[src/design/chg_irq_pkg.sv]
// Constants, types and register map of the charger interrupt and status bank
//Contract
// - Event bit sets when its status changes
// - Reading event flags clears them
// - Pending indication drops when no flags remain
// - Mask one blocks pin; masks reset high
// - Same bit position across three registers
// - Bit order: bypass to mode, zero to seven
// - Bypass good only when detail is zero
// - Battery good for codes three or four
// - Charger good for codes 0,1,2,3,5,8
// - Topoff flag follows topoff state
// - Input good only for code three
// - Mode flag high when no limiting
// - Overcurrent flag follows overcurrent limit
// - Presence flag high when battery present
// - Detail bit zero is inverted presence
// - Detail bit one shows overvoltage switch
// - Detail bit two shows bus comparator
// - Two-bit input detail field encoding
// - Lock blocks writes to static configuration
// - Aggregated pending flag reported as bit zero
package chg_irq_pkg;

    // Register offsets on the charger slave
    localparam logic [7:0] ADDR_EVENT_FLAGS = 8'hB0;
    localparam logic [7:0] ADDR_EVENT_MASKS = 8'hB1;
    localparam logic [7:0] ADDR_HEALTH_FLAGS = 8'hB2;
    localparam logic [7:0] ADDR_DETAIL_ZERO = 8'hB3;
    localparam logic [7:0] ADDR_DETAIL_ONE = 8'hB4;
    localparam logic [7:0] ADDR_CFG_FIRST = 8'hB8;
    localparam logic [7:0] ADDR_CFG_LAST_RUN = 8'hBC;
    localparam logic [7:0] ADDR_CFG_SEVEN = 8'hBE;

    // Reset values
    localparam logic [7:0] RST_EVENT_FLAGS = 8'h00;
    localparam logic [7:0] RST_EVENT_MASKS = 8'hFF;
    localparam logic [7:0] RST_PREV_STATUS = 8'h00;
    localparam int CFG_COUNT = 6;
    localparam int CFG_SEVEN_INDEX = 5;
    // Entries 01..05 then 07; unknown values default to zero
    localparam logic [47:0] RST_STATIC_CFG = {8'h00, 8'h00, 8'h00, 8'hDA, 8'h09, 8'hD8};

    // Shared bit positions of flags, masks and health
    localparam int BIT_BYPASS = 0;
    localparam int BIT_OVERCURRENT = 1;
    localparam int BIT_PRESENT = 2;
    localparam int BIT_BATTERY = 3;
    localparam int BIT_CHARGER = 4;
    localparam int BIT_TOPOFF = 5;
    localparam int BIT_INPUT = 6;
    localparam int BIT_MODE = 7;

    // Detail code values
    localparam logic [2:0] BYPASS_CLEAN = 3'h0;
    localparam logic [2:0] BATT_OK_HIGH = 3'h3;
    localparam logic [2:0] BATT_OK_LOW = 3'h4;
    localparam logic [1:0] INPUT_UNDER_UVLO = 2'h0;
    localparam logic [1:0] INPUT_BELOW_BATT = 2'h1;
    localparam logic [1:0] INPUT_OVER_OVLO = 2'h2;
    localparam logic [1:0] INPUT_VALID = 2'h3;
    // One bit per charger detail code that counts as good
    localparam logic [15:0] CHG_GOOD_CODES = 16'h012F;

    // Serial slave address of the charger register page
    localparam logic [6:0] SLAVE_ADDR = 7'h69;
    localparam logic [3:0] BITS_PER_BYTE = 4'h8;

    // Raw analog status from charger comparators and state machine
    typedef struct packed {
        logic [2:0] bypass_detail_code;
        logic batt_overcurrent;
        logic battery_present;
        logic [2:0] battery_detail_code;
        logic [3:0] charger_detail_code;
        logic topoff_state;
        logic [1:0] input_detail_code;
        logic adaptive_input_limit;
        logic input_current_limit_mode;
        logic overvoltage_switch_on;
        logic bus_below_threshold;
    } analog_status_t;

    localparam int STATUS_W = $bits(analog_status_t);
    // Status, lock, clock and data of the serial port
    localparam int SYNC_W = STATUS_W + 3;

    typedef enum logic [8:0] {
        ST_IDLE = 9'h001,
        ST_DEV = 9'h002,
        ST_DEV_ACK = 9'h004,
        ST_PTR = 9'h008,
        ST_PTR_ACK = 9'h010,
        ST_WR = 9'h020,
        ST_WR_ACK = 9'h040,
        ST_RD = 9'h080,
        ST_RD_ACK = 9'h100
    } serial_state_t;

endpackage

[src/design/pin_sync.sv]
// Three-stage synchroniser with agreement filter for asynchronous inputs
`timescale 1ns/1ps
module pin_sync
    import chg_irq_pkg::*;
(
    input wire logic i_clk,
    input wire logic i_rst_n,
    input wire logic [SYNC_W-1:0] i_async,
    output logic [SYNC_W-1:0] o_sync
);
    logic [SYNC_W-1:0] meta_ff;
    logic [SYNC_W-1:0] mid_ff;
    logic [SYNC_W-1:0] late_ff;
    logic [SYNC_W-1:0] held_ff;

    genvar g;
    generate
        for (g = 0; g < SYNC_W; g++) begin : g_bit
            // Second and third stage must agree before a change is taken
            wire agree = (mid_ff[g] == late_ff[g]);
            always_ff @(posedge i_clk or negedge i_rst_n) begin
                if (!i_rst_n) begin
                    meta_ff[g] <= 1'b0;
                    mid_ff[g] <= 1'b0;
                    late_ff[g] <= 1'b0;
                    held_ff[g] <= 1'b0;
                end else begin
                    meta_ff[g] <= i_async[g];
                    mid_ff[g] <= meta_ff[g];
                    late_ff[g] <= mid_ff[g];
                    held_ff[g] <= agree ? late_ff[g] : held_ff[g];
                end
            end
        end
    endgenerate

    assign o_sync = held_ff;
endmodule

[src/design/change_flags.sv]
// Change-detect event flags with clear-on-read, one per status bit
`timescale 1ns/1ps
module change_flags
    import chg_irq_pkg::*;
(
    input wire logic i_clk,
    input wire logic i_rst_n,
    input wire logic [7:0] i_status,
    input wire logic i_clear,
    output logic [7:0] o_flags
);
    logic primed_ff;
    logic [7:0] prev_ff;
    logic [7:0] flags_ff;

    // First cycle after reset only learns the status, so no false event
    always_ff @(posedge i_clk or negedge i_rst_n) begin
        if (!i_rst_n) begin
            primed_ff <= 1'b0;
        end else begin
            primed_ff <= 1'b1;
        end
    end

    genvar g;
    generate
        for (g = 0; g < 8; g++) begin : g_flag
            wire changed = primed_ff && (i_status[g] != prev_ff[g]);
            // Set beats clear so a change during the read survives
            wire nxt_flag = changed | (flags_ff[g] & ~i_clear);
            always_ff @(posedge i_clk or negedge i_rst_n) begin
                if (!i_rst_n) begin
                    prev_ff[g] <= RST_PREV_STATUS[g];
                    flags_ff[g] <= RST_EVENT_FLAGS[g];
                end else begin
                    prev_ff[g] <= i_status[g];
                    flags_ff[g] <= nxt_flag;
                end
            end
        end
    endgenerate

    assign o_flags = flags_ff;
endmodule

[src/design/charger_interrupt_status_bank.sv]
// Charger event, mask, health and detail registers behind the serial slave
`timescale 1ns/1ps
module charger_interrupt_status_bank
    import chg_irq_pkg::*;
(
    input wire logic I_CLOCK,
    input wire logic I_NRST,
    input wire analog_status_t I_ANALOG_STATUS,
    input wire logic I_STATIC_WRITE_LOCK,
    input wire logic I_SCL,
    input wire logic I_SDA,
    output logic O_SDA_OUT,
    output logic O_SDA_OE,
    output logic O_CHARGER_IRQ_N,
    output logic O_TOP_CHARGER_PENDING,
    output logic [47:0] O_STATIC_CONFIG
);
    // Reset release
    logic rst_meta_ff;
    logic rst_n_ff;

    always_ff @(posedge I_CLOCK or negedge I_NRST) begin
        if (!I_NRST) begin
            rst_meta_ff <= 1'b0;
            rst_n_ff <= 1'b0;
        end else begin
            rst_meta_ff <= 1'b1;
            rst_n_ff <= rst_meta_ff;
        end
    end

    // Every pin but reset is filtered through one synchroniser bank
    logic [SYNC_W-1:0] sync_bus;
    analog_status_t status_s;
    logic static_write_lock;
    logic scl_s;
    logic sda_s;

    pin_sync u_pin_sync (
        .i_clk(I_CLOCK),
        .i_rst_n(rst_n_ff),
        .i_async({I_STATIC_WRITE_LOCK, I_SCL, I_SDA, I_ANALOG_STATUS}),
        .o_sync(sync_bus)
    );

    assign status_s = analog_status_t'(sync_bus[STATUS_W-1:0]);
    assign sda_s = sync_bus[STATUS_W];
    assign scl_s = sync_bus[STATUS_W+1];
    assign static_write_lock = sync_bus[STATUS_W+2];

    // Single-bit health view, same positions as flags and masks
    logic [7:0] health;
    logic [7:0] detail_zero;
    logic [7:0] detail_one;

    assign health[BIT_BYPASS] = (status_s.bypass_detail_code == BYPASS_CLEAN);
    assign health[BIT_OVERCURRENT] = status_s.batt_overcurrent;
    assign health[BIT_PRESENT] = status_s.battery_present;
    assign health[BIT_BATTERY] = (status_s.battery_detail_code == BATT_OK_HIGH)
        || (status_s.battery_detail_code == BATT_OK_LOW);
    assign health[BIT_CHARGER] = CHG_GOOD_CODES[status_s.charger_detail_code];
    assign health[BIT_TOPOFF] = status_s.topoff_state;
    assign health[BIT_INPUT] = (status_s.input_detail_code == INPUT_VALID);
    assign health[BIT_MODE] = ~(status_s.adaptive_input_limit
        | status_s.input_current_limit_mode);

    // Input code passes through as the charger reports it
    assign detail_zero = {1'b0, status_s.input_detail_code, 2'b00,
        status_s.bus_below_threshold,
        status_s.overvoltage_switch_on,
        ~status_s.battery_present};
    assign detail_one = {1'b0, status_s.battery_detail_code, status_s.charger_detail_code};

    // Serial bus edge and condition detection
    logic scl_prev_ff;
    logic sda_prev_ff;
    logic scl_rise;
    logic scl_fall;
    logic bus_start;
    logic bus_stop;

    always_ff @(posedge I_CLOCK or negedge rst_n_ff) begin
        if (!rst_n_ff) begin
            scl_prev_ff <= 1'b1;
            sda_prev_ff <= 1'b1;
        end else begin
            scl_prev_ff <= scl_s;
            sda_prev_ff <= sda_s;
        end
    end

    assign scl_rise = scl_s & ~scl_prev_ff;
    assign scl_fall = ~scl_s & scl_prev_ff;
    assign bus_start = scl_s & scl_prev_ff & sda_prev_ff & ~sda_s;
    assign bus_stop = scl_s & scl_prev_ff & ~sda_prev_ff & sda_s;

    // Serial slave engine
    serial_state_t state_ff;
    serial_state_t nxt_state;
    logic [3:0] bits_ff;
    logic [3:0] nxt_bits;
    logic [7:0] shift_ff;
    logic [7:0] nxt_shift;
    logic [7:0] ptr_ff;
    logic [7:0] nxt_ptr;
    logic rw_ff;
    logic nxt_rw;
    logic nack_ff;
    logic nxt_nack;
    logic sda_oe_ff;
    logic nxt_sda_oe;
    logic sda_out_ff;
    logic wr_stb;
    logic rd_load;
    logic [7:0] rd_data;
    logic [7:0] ptr_inc;

    assign ptr_inc = ptr_ff + 8'h01;

    always_comb begin
        nxt_state = state_ff;
        nxt_bits = bits_ff;
        nxt_shift = shift_ff;
        nxt_ptr = ptr_ff;
        nxt_rw = rw_ff;
        nxt_nack = nack_ff;
        nxt_sda_oe = sda_oe_ff;
        wr_stb = 1'b0;
        rd_load = 1'b0;
        if (bus_stop) begin
            nxt_state = ST_IDLE;
            nxt_sda_oe = 1'b0;
        end else if (bus_start) begin
            nxt_state = ST_DEV;
            nxt_bits = 4'h0;
            nxt_sda_oe = 1'b0;
        end else if (scl_rise) begin
            unique case (state_ff)
                ST_DEV, ST_PTR, ST_WR: begin
                    nxt_shift = {shift_ff[6:0], sda_s};
                    nxt_bits = bits_ff + 4'h1;
                end
                ST_RD: begin
                    nxt_bits = bits_ff + 4'h1;
                end
                ST_RD_ACK: begin
                    nxt_nack = sda_s;
                end
                ST_IDLE, ST_DEV_ACK, ST_PTR_ACK, ST_WR_ACK: begin
                end
                default: begin
                    nxt_state = ST_IDLE;
                end
            endcase
        end else if (scl_fall) begin
            unique case (state_ff)
                ST_DEV: begin
                    if (bits_ff == BITS_PER_BYTE) begin
                        if (shift_ff[7:1] == SLAVE_ADDR) begin
                            nxt_state = ST_DEV_ACK;
                            nxt_rw = shift_ff[0];
                            nxt_sda_oe = 1'b1;
                        end else begin
                            nxt_state = ST_IDLE;
                        end
                    end
                end
                ST_PTR: begin
                    if (bits_ff == BITS_PER_BYTE) begin
                        nxt_state = ST_PTR_ACK;
                        nxt_ptr = shift_ff;
                        nxt_sda_oe = 1'b1;
                    end
                end
                ST_WR: begin
                    if (bits_ff == BITS_PER_BYTE) begin
                        nxt_state = ST_WR_ACK;
                        nxt_sda_oe = 1'b1;
                        nxt_ptr = ptr_inc;
                        wr_stb = 1'b1;
                    end
                end
                ST_RD: begin
                    if (bits_ff == BITS_PER_BYTE) begin
                        nxt_state = ST_RD_ACK;
                        nxt_sda_oe = 1'b0;
                    end else begin
                        nxt_shift = {shift_ff[6:0], 1'b0};
                        nxt_sda_oe = ~shift_ff[6];
                    end
                end
                ST_DEV_ACK, ST_RD_ACK: begin
                    nxt_bits = 4'h0;
                    if ((state_ff == ST_DEV_ACK && rw_ff)
                        || (state_ff == ST_RD_ACK && !nack_ff)) begin
                        nxt_state = ST_RD;
                        nxt_shift = rd_data;
                        nxt_sda_oe = ~rd_data[7];
                        nxt_ptr = ptr_inc;
                        rd_load = 1'b1;
                    end else begin
                        nxt_state = (state_ff == ST_DEV_ACK) ? ST_PTR : ST_IDLE;
                        nxt_sda_oe = 1'b0;
                    end
                end
                ST_PTR_ACK, ST_WR_ACK: begin
                    nxt_state = ST_WR;
                    nxt_bits = 4'h0;
                    nxt_sda_oe = 1'b0;
                end
                ST_IDLE: begin
                end
                default: begin
                    nxt_state = ST_IDLE;
                    nxt_sda_oe = 1'b0;
                end
            endcase
        end
    end

    always_ff @(posedge I_CLOCK or negedge rst_n_ff) begin
        if (!rst_n_ff) begin
            state_ff <= ST_IDLE;
            bits_ff <= 4'h0;
            shift_ff <= 8'h00;
            ptr_ff <= 8'h00;
            rw_ff <= 1'b0;
            nack_ff <= 1'b1;
            sda_oe_ff <= 1'b0;
            sda_out_ff <= 1'b0;
        end else begin
            state_ff <= nxt_state;
            bits_ff <= nxt_bits;
            shift_ff <= nxt_shift;
            ptr_ff <= nxt_ptr;
            rw_ff <= nxt_rw;
            nack_ff <= nxt_nack;
            sda_oe_ff <= nxt_sda_oe;
            // Open drain: the line is only ever pulled low
            sda_out_ff <= 1'b0;
        end
    end

    // Pointer decode shared by read selection, clear and writes
    logic hit_flags;
    logic hit_masks;
    logic hit_health;
    logic hit_detail_zero;
    logic hit_detail_one;

    assign hit_flags = (ptr_ff == ADDR_EVENT_FLAGS);
    assign hit_masks = (ptr_ff == ADDR_EVENT_MASKS);
    assign hit_health = (ptr_ff == ADDR_HEALTH_FLAGS);
    assign hit_detail_zero = (ptr_ff == ADDR_DETAIL_ZERO);
    assign hit_detail_one = (ptr_ff == ADDR_DETAIL_ONE);

    // Event flags
    logic [7:0] event_flags;
    logic flags_clear;

    // The byte is captured for shifting in the same cycle as the clear
    assign flags_clear = rd_load && hit_flags;

    change_flags u_change_flags (
        .i_clk(I_CLOCK),
        .i_rst_n(rst_n_ff),
        .i_status(health),
        .i_clear(flags_clear),
        .o_flags(event_flags)
    );

    // Mask register
    logic [7:0] masks_ff;
    logic mask_wr;

    assign mask_wr = wr_stb && hit_masks;

    always_ff @(posedge I_CLOCK or negedge rst_n_ff) begin
        if (!rst_n_ff) begin
            masks_ff <= RST_EVENT_MASKS;
        end else if (mask_wr) begin
            masks_ff <= shift_ff;
        end
    end

    // Static configuration, write protected by the lock input
    logic [7:0] cfg_ff [CFG_COUNT];
    logic [7:0] cfg_offset;
    logic [2:0] cfg_idx;
    logic cfg_hit;
    logic cfg_wr;

    assign cfg_offset = ptr_ff - ADDR_CFG_FIRST;
    assign cfg_hit = ((ptr_ff >= ADDR_CFG_FIRST) && (ptr_ff <= ADDR_CFG_LAST_RUN))
        || (ptr_ff == ADDR_CFG_SEVEN);
    assign cfg_idx = (ptr_ff == ADDR_CFG_SEVEN) ? 3'(CFG_SEVEN_INDEX) : cfg_offset[2:0];
    // Writes under lock are acknowledged but dropped
    assign cfg_wr = wr_stb && cfg_hit && !static_write_lock;

    genvar g;
    generate
        for (g = 0; g < CFG_COUNT; g++) begin : g_cfg
            always_ff @(posedge I_CLOCK or negedge rst_n_ff) begin
                if (!rst_n_ff) begin
                    cfg_ff[g] <= RST_STATIC_CFG[g*8 +: 8];
                end else if (cfg_wr && (cfg_idx == 3'(g))) begin
                    cfg_ff[g] <= shift_ff;
                end
            end
            assign O_STATIC_CONFIG[g*8 +: 8] = cfg_ff[g];
        end
    endgenerate

    // Read selection; unmapped offsets read zero
    assign rd_data = hit_flags ? event_flags
        : hit_masks ? masks_ff
        : hit_health ? health
        : hit_detail_zero ? detail_zero
        : hit_detail_one ? detail_one
        : cfg_hit ? cfg_ff[cfg_idx]
        : 8'h00;

    // Interrupt outputs
    logic irq_n_ff;
    logic pending_ff;
    logic [7:0] live_events;
    logic any_pending;

    // Top pending ignores masks; only the pin honours them
    assign live_events = event_flags & ~masks_ff;
    assign any_pending = |event_flags;

    always_ff @(posedge I_CLOCK or negedge rst_n_ff) begin
        if (!rst_n_ff) begin
            irq_n_ff <= 1'b1;
            pending_ff <= 1'b0;
        end else begin
            irq_n_ff <= ~|live_events;
            pending_ff <= any_pending;
        end
    end

    assign O_SDA_OUT = sda_out_ff;
    assign O_SDA_OE = sda_oe_ff;
    assign O_CHARGER_IRQ_N = irq_n_ff;
    assign O_TOP_CHARGER_PENDING = pending_ff;
endmodule

[config.mk]
export PLATFORM = sky130hd
export DESIGN_NAME = charger_interrupt_status_bank
export DESIGN_NICKNAME = d
export VERILOG_FILES = /design/src/design/chg_irq_pkg.sv /design/src/design/pin_sync.sv /design/src/design/change_flags.sv /design/src/design/charger_interrupt_status_bank.sv
export SDC_FILE = /design/constraint.sdc
export NUM_CORES = 1
export LEC_CHECK = 0
export ABC_AREA = 0
export BUFFER_PORTS_ARGS = -buffer_cell sky130_fd_sc_hd__buf_4
export CORE_MARGIN = 2
export CORE_UTILIZATION = 54
export DETAILED_ROUTE_END_ITERATION = 16
export PLACE_DENSITY = 0.74
export SETUP_SLACK_MARGIN = 0.3
export SLEW_MARGIN = 20
export SYNTH_ARGS = -nofsm -noshare
export SYNTH_HDL_FRONTEND = slang
export SYNTH_SLANG_ARGS = --single-unit
[constraint.sdc]
create_clock -name I_CLOCK -period 6.09 [get_ports I_CLOCK]
set_clock_uncertainty 0.05 [all_clocks]
set_input_delay 0 -clock I_CLOCK [delete_from_list [all_inputs] [get_ports I_CLOCK]]
set_output_delay 0 -clock I_CLOCK [all_outputs]
set_load 0.03 [all_outputs]
Word-level counts from Yosys, hierarchy flattened
Memory sizes are Yosys's and may differ from the RTL's. Index checks and enable logic that the tools add are counted.

Memory bits (writable): 0. ROM bits: 16. Output and inout port bits: 52. Flip-flop bits (word level): 199. Bits in latches: 0. Memories: 1. Word-level logic and storage cells: 358.

Reductions and logical operators: 52. Add/subtract/negate cells: 3. Shifts and indexed selects: 0. Multiply operators: 0. Div/mod/pow operators: 0. Eq/ne operators: 73. $lt $le $gt $ge: 4. Multiplexer cells: 61. Bitwise logic cells: 39.

Memories: (name not given) (words 16, bits a word 1, read ports 1, clocked after Yosys merged registers in 0, write ports 0, line charger_interrupt_status_bank.sv:61) `assign health[BIT_CHARGER] = CHG_GOOD_CODES[status_s.charger_detail_code];`.

Operators by type and width (number): 2-to-1 mux 8 bit (17); 2-to-1 mux 9 bit (9); case mux 9 bit (7 select lines) (1); == test 8 bit, second input constant (6); binary-select mux 8 bit (select 3 bit) (1); 2-to-1 mux 4 bit (6); case mux 8 bit (3 select lines) (1); == test 1 bit (22); 2-to-1 mux 1 bit (22); logical AND 1 bit (21); AND reduction 7 bit (3); inequality test 5 bit, second input constant (4); case mux 8 bit (2 select lines) (1); OR reduction 8 bit (2); AND 1 bit (15); nonzero test 3 bit (5); inequality test 4 bit, second input constant (3); NOT 1 bit (12); == test 3 x 2 -> 1 bit, second input constant (3); == test 3 bit, second input constant (3); == test 9 x 1 -> 1 bit, second input constant (1); == test 9 x 2 -> 1 bit, second input constant (1); == test 9 x 3 -> 1 bit, second input constant (1); == test 9 x 4 -> 1 bit, second input constant (1); 42 further kinds (71).

Longest topological paths before layout
Word-level depth: 19. Depth in mapped cells: 11. Mapped depth without buffers: 8.

By module
Synthesis repeated with hierarchy kept, for this count alone.

Cells, all modules: 730. Area, all modules: 8734.6 sq um.

By module, submodules not included: charger_interrupt_status_bank (cells each 584, area each 5706.7 sq um, sequential area each 2382.3 sq um, instances 1); pin_sync (cells each 110, area each 2449.8 sq um, sequential area each 2202.1 sq um, instances 1); change_flags (cells each 36, area each 578.1 sq um, sequential area each 425.4 sq um, instances 1).

Worst setup path after synthesis
Ideal clock, no wire load.

Path kind: register -> register. From: reg ptr_ff[0]. To: reg cfg_ff (netlist bit O_STATIC_CONFIG[32]). Path slack: 3185 ps. Library setup time: 125 ps. Stages on the path, launching flop included: 11. Data arrival time: 2730 ps. Cells stage by stage: dfrtp_1 > clkbuf_1 > inv_2 > ha_1 > or3b_2 > and3_1 > clkbuf_1 > nand2b_1 > nor3_1 > nand3_1 > mux2_2.

Word-level cells in the longest chain between the ends: 6. Elaborated cells between the ends (all ways): 11.

Ends and longest elaborated chain: from (decl) (line charger_interrupt_status_bank.sv:104) `logic [7:0] ptr_ff;`; from (signal assigned) (line charger_interrupt_status_bank.sv:235) `ptr_ff <= nxt_ptr;`; >= comparator 8 bit / less-or-equal comparator 8 bit (equally long branches) (line charger_interrupt_status_bank.sv:294) `assign cfg_hit = ((ptr_ff >= ADDR_CFG_FIRST) && (ptr_ff <= ADDR_CFG_LAST_RUN))`; logical AND 1 bit (line charger_interrupt_status_bank.sv:294); logical OR 1 bit (line charger_interrupt_status_bank.sv:295) `|| (ptr_ff == ADDR_CFG_SEVEN);`; logical AND 1 bit (2 in series) (line charger_interrupt_status_bank.sv:298) `assign cfg_wr = wr_stb && cfg_hit && !static_write_lock;`; logical AND 1 bit (*) (line charger_interrupt_status_bank.sv:306) `end else if (cfg_wr && (cfg_idx == 3'(g))) begin`; to (signal, indexed assignment) (line charger_interrupt_status_bank.sv:305) `cfg_ff[g] <= RST_STATIC_CFG[g*8 +: 8];`; to (signal, indexed assignment) (line charger_interrupt_status_bank.sv:307) `cfg_ff[g] <= shift_ff;`; to (decl) (line charger_interrupt_status_bank.sv:287) `logic [7:0] cfg_ff [CFG_COUNT];`.

Mark *: on every way between the ends. The rest lies on a longest branch, timed or not. A chain may end at the register's enable or synchronous reset.

Worst setup path in the final report
From: reg ptr_ff[0]. To: reg sda_oe_ff, in the netlist O_SDA_OE.

Word-level cells in the longest chain between the ends: 19. Elaborated cells between the ends (all ways): 29.

Ends and longest elaborated chain: subtractor 3 x 1 -> 3 bit / == test 8 bit (equally long branches) (line charger_interrupt_status_bank.sv:293, charger_interrupt_status_bank.sv:295, charger_interrupt_status_bank.sv:296); 2-to-1 mux 3 bit (line charger_interrupt_status_bank.sv:296) `assign cfg_idx = (ptr_ff == ADDR_CFG_SEVEN) ? 3'(CFG_SEVEN_INDEX) : cfg_offset[2:0];`; NOT 3 -> 4 bit (not written as such) (line charger_interrupt_status_bank.sv:320) `: cfg_hit ? cfg_ff[cfg_idx]`; binary-select mux 8 bit (select 3 bit) (line charger_interrupt_status_bank.sv:320); 2-to-1 mux 8 bit (not written as such) (2 in series) (line charger_interrupt_status_bank.sv:320); 2-to-1 mux 8 bit (line charger_interrupt_status_bank.sv:320); 2-to-1 mux 8 bit (line charger_interrupt_status_bank.sv:319) `: hit_detail_one ? detail_one`; 2-to-1 mux 8 bit (line charger_interrupt_status_bank.sv:318) `: hit_detail_zero ? detail_zero`; (+2 left out); 2-to-1 mux 8 bit (*) (line charger_interrupt_status_bank.sv:315) `assign rd_data = hit_flags ? event_flags`; NOT 1 bit (*) (line charger_interrupt_status_bank.sv:198) `nxt_sda_oe = ~rd_data[7];`; 2-to-1 mux 1 bit (*) (line charger_interrupt_status_bank.sv:194) `if ((state_ff == ST_DEV_ACK && rw_ff)`; case mux 1 bit (5 select lines) (*) (line charger_interrupt_status_bank.sv:156) `unique case (state_ff)`; 2-to-1 mux 1 bit (*) (line charger_interrupt_status_bank.sv:155) `end else if (scl_fall) begin`; 2-to-1 mux 1 bit (*) (line charger_interrupt_status_bank.sv:137) `end else if (scl_rise) begin`; 2-to-1 mux 1 bit (*) (line charger_interrupt_status_bank.sv:133) `end else if (bus_start) begin`; 2-to-1 mux 1 bit (*) (line charger_interrupt_status_bank.sv:130) `if (bus_stop) begin`; to (signal assigned) (line charger_interrupt_status_bank.sv:238) `sda_oe_ff <= nxt_sda_oe;`; to (decl) (line charger_interrupt_status_bank.sv:110) `logic sda_oe_ff;`.

Mark *: on every way between the ends. The rest lies on a longest branch, timed or not. The select of a mux whose other input is x is not followed.

==> flow_summary.ini <==
[finish]
stdcell_count = 1042
num_antenna_cells = 0
synthToLayoutAreaGrowth_pct = 17.9
nNetsFinal = 847
drive_gt1_share_pct = 26.5
final_util_pct = 64.8

[die]
design.core.area_um2 = 15800
start_util_pct = 54.9
fp.dieArea_um2 = 17100
die-width_um = 131
die_height_um = 131
core.rowCount = 46
io_pins = 76

[synthesis]
post-synth-top-area-fraction_pct = 50.4
yosysMostFrequentCell = dfrtp_1
synth.largest_area_cell = dfrtp_1
syn_avg_cell_area_um2 = 11.8
yosys_warnings = 0
syn_area_um2 = 8700
synth_area_leaders = dfrtp_1, mux2_2, dfstp_2
yosysUniqueCellTypes = 73
ys.flop_type = dfrtp_1
synthCells = 734
ys_seq_area_share_pct = 57.6
synth_common_cells = dfrtp_1, mux2_2, nand2_1
ys_ff_latch = 199
synth_edf_count = 0
async_flop_share_pct = 100

[worst_hold_path]
hp-class = primary input to flip-flop

[routing]
drcViolationCount = 0
first_pass_iters = 7
route.vias.total = 6286
via_per_inst = 6.03
drt_iter0_markers = 676
drt-total-wl_um = 20900
ant_nets = 0
post_drt_wl_per_cell_um = 20.0

[sta]
tns_ns = 0
tightest_slew_ns = 0.862
hold_violations = 0
finalSetupViolations = 0
layout_worst_path_cycle_share_pct = 63.4
fin_crit_ns = 3.86
rsz0062_at_grt = false
clock.fmax_mhz = 259
drv_slew = 0
slew_headroom_pct = 41.0
fin_ws_ns = 2.23

[cts]
htree_levels = 4
numCtsBuffers = 17
numClockSinks = 199
ctsResizeCount = 0
clockRootBuffer = clkbuf_16
clk_latency_ns = 0.44
cts.reportedPaths.clkPinSlew_ns = 0.08
cts_tree = yes
clk_path_buf_depth = 2

[power]
leakage_nw = 4.54
vdd_drop_max_mv = 0.222
p_per_area_nw_per_um2 = 302

[placed_design]
place_congestion = 0.935
portBuffers = 74
dp_cells = 986
dp_hpwl_um = 13900
place_ws_ns = 2.32

[critical_path]
cp.arrival_ns = 4.14
path_buf_inv = 1
cp_slowest_cell = dfrtp_1
worstPathCellList = inv_2, ha_1, nand3_1, o21ai_1, a2111oi_0, a311oi_1, nor3_1, o221a_2
worstSetupPathType = flip-flop to flip-flop
cpPeakStageDelay_ns = 0.71
crit_path_start_kind = flip-flop
critPathMaxFanout = 22
endpoint_kind = flip-flop
cpLargestDelayFamily = compound AO/OA/AOI/OAI gates
cp.required_ns = 6.37

[grt]
grt.total_usage_pct = 26.0
grt_max_degree = 75
grt_pass1_vias = 6239
gr-total-overflow = 0
antenna_found_initial = 0
grt_pass1_wl_um = 33700

[run]
max-cap-violations = 0

[outcome]
status = finished clean
path summary, 6_finish.rpt:
check	startpoint	to	slack [ns]	cells after the start
max	ptr_ff[0]	O_SDA_OE	2.23	8
max in group asynchronous	rst_n_ff	u_change_flags.o_flags[0]	4.25	1
min	I_ANALOG_STATUS[7]	u_pin_sync.meta_ff[7]	0.15	2
max reg2reg	ptr_ff[0]	O_SDA_OE	2.23	8
min in group asynchronous	rst_n_ff	O_STATIC_CONFIG[31]	0.36	0
min reg2reg	u_pin_sync.meta_ff[19]	u_pin_sync.mid_ff[19]	0.30	0
power by group:
part	switching, mW	internal (mW)	leakage [nW]	total [mW]
Combinational	0.159	0.130	1.82	0.289
Clock	0.605	0.615	0.312	1.22
Sequential	0.183	1.40	2.41	1.59
routing by layer:
metal / track usage [%] / vias to the layer above / wire, um
li1: - / 2814 / -
met5: 0 / - / 0
met2: 39.2 / 310 / 9470
met4: 9.76 / 0 / 651
met3: 5.29 / 57 / 1490
met1: 37.7 / 3105 / 9270
logic make-up (layout without fill, tap and decap cells):
| kind of cell | count (synthesis) | in the layout | synth area share, % |
|---|---|---|---|
| compound gates | 153 | 153 | 12.3 |
| xor+xnor | 14 | 14 | 1.41 |
| fa+ha+maj | 32 | 32 | 3.97 |
| buf+inv | 74 | 165 | 3.71 |
| flops | 199 | 199 | 57.6 |
| mux | 78 | 78 | 10.1 |
| other cells | 2 | 3 | 0.0864 |
| simple gates | 182 | 182 | 10.9 |
registers in the layout, indices dropped and copies added, names as in the netlist, 4 cells and up:
register                count
shift_ff                    8
u_change_flags.o_flags      8
u_pin_sync.mid_ff          22
state_ff                    9
bits_ff                     4
u_change_flags.prev_ff      8
masks_ff                    8
u_pin_sync.late_ff         22
u_pin_sync.o_sync          22
O_STATIC_CONFIG            48
ptr_ff                      8
u_pin_sync.meta_ff         22
metrics by stage:
step	area, um2	hold WS, ns	power, mW
final	10300	0.146	3.10
after detailed placement	9350	-0.267	1.87
after floorplan	8700	-0.346	1.76
after CTS	10300	0.132	3.11
after global placement	9350	-0.268	1.87
after global routing	10300	0.141	3.22
layout make-up:
cell class	count	area (um2)
clock inverter	15	233
sequential	199	5010
multi-input combinational	462	3370
timing repair buffer	102	826
fill	1215	5570
inverter	31	116
tap	216	270
clock buffer	17	425
layout by cell type, fill, tap and decap left out, drive strengths merged, types with 7 or more instances in the layout:
cell type	Yosys	routed
a21oi	28	28
a221oi	7	7
a22o	8	8
a31oi	10	10
buf	19	78
clkbuf	24	17
clkinv	1	7
dfrtp	175	175
dfstp	24	24
dlygate4sd3	0	24
ha	10	10
inv	30	37
maj3	22	22
mux2	65	65
mux2i	12	12
nand2	45	45
nand2b	10	10
nand3	22	22
nor2	35	35
nor3	13	13
nor4	7	7
o211ai	11	11
o21ai	33	33
o22ai	14	14
xor2	13	13
repair_timing:
item | CTS | global route
hold buffers | 24 | 0
endpoints found under the hold margin | 24 | 0
buffers inserted | 0 | 0
Power figures use the tool's default switching activity.
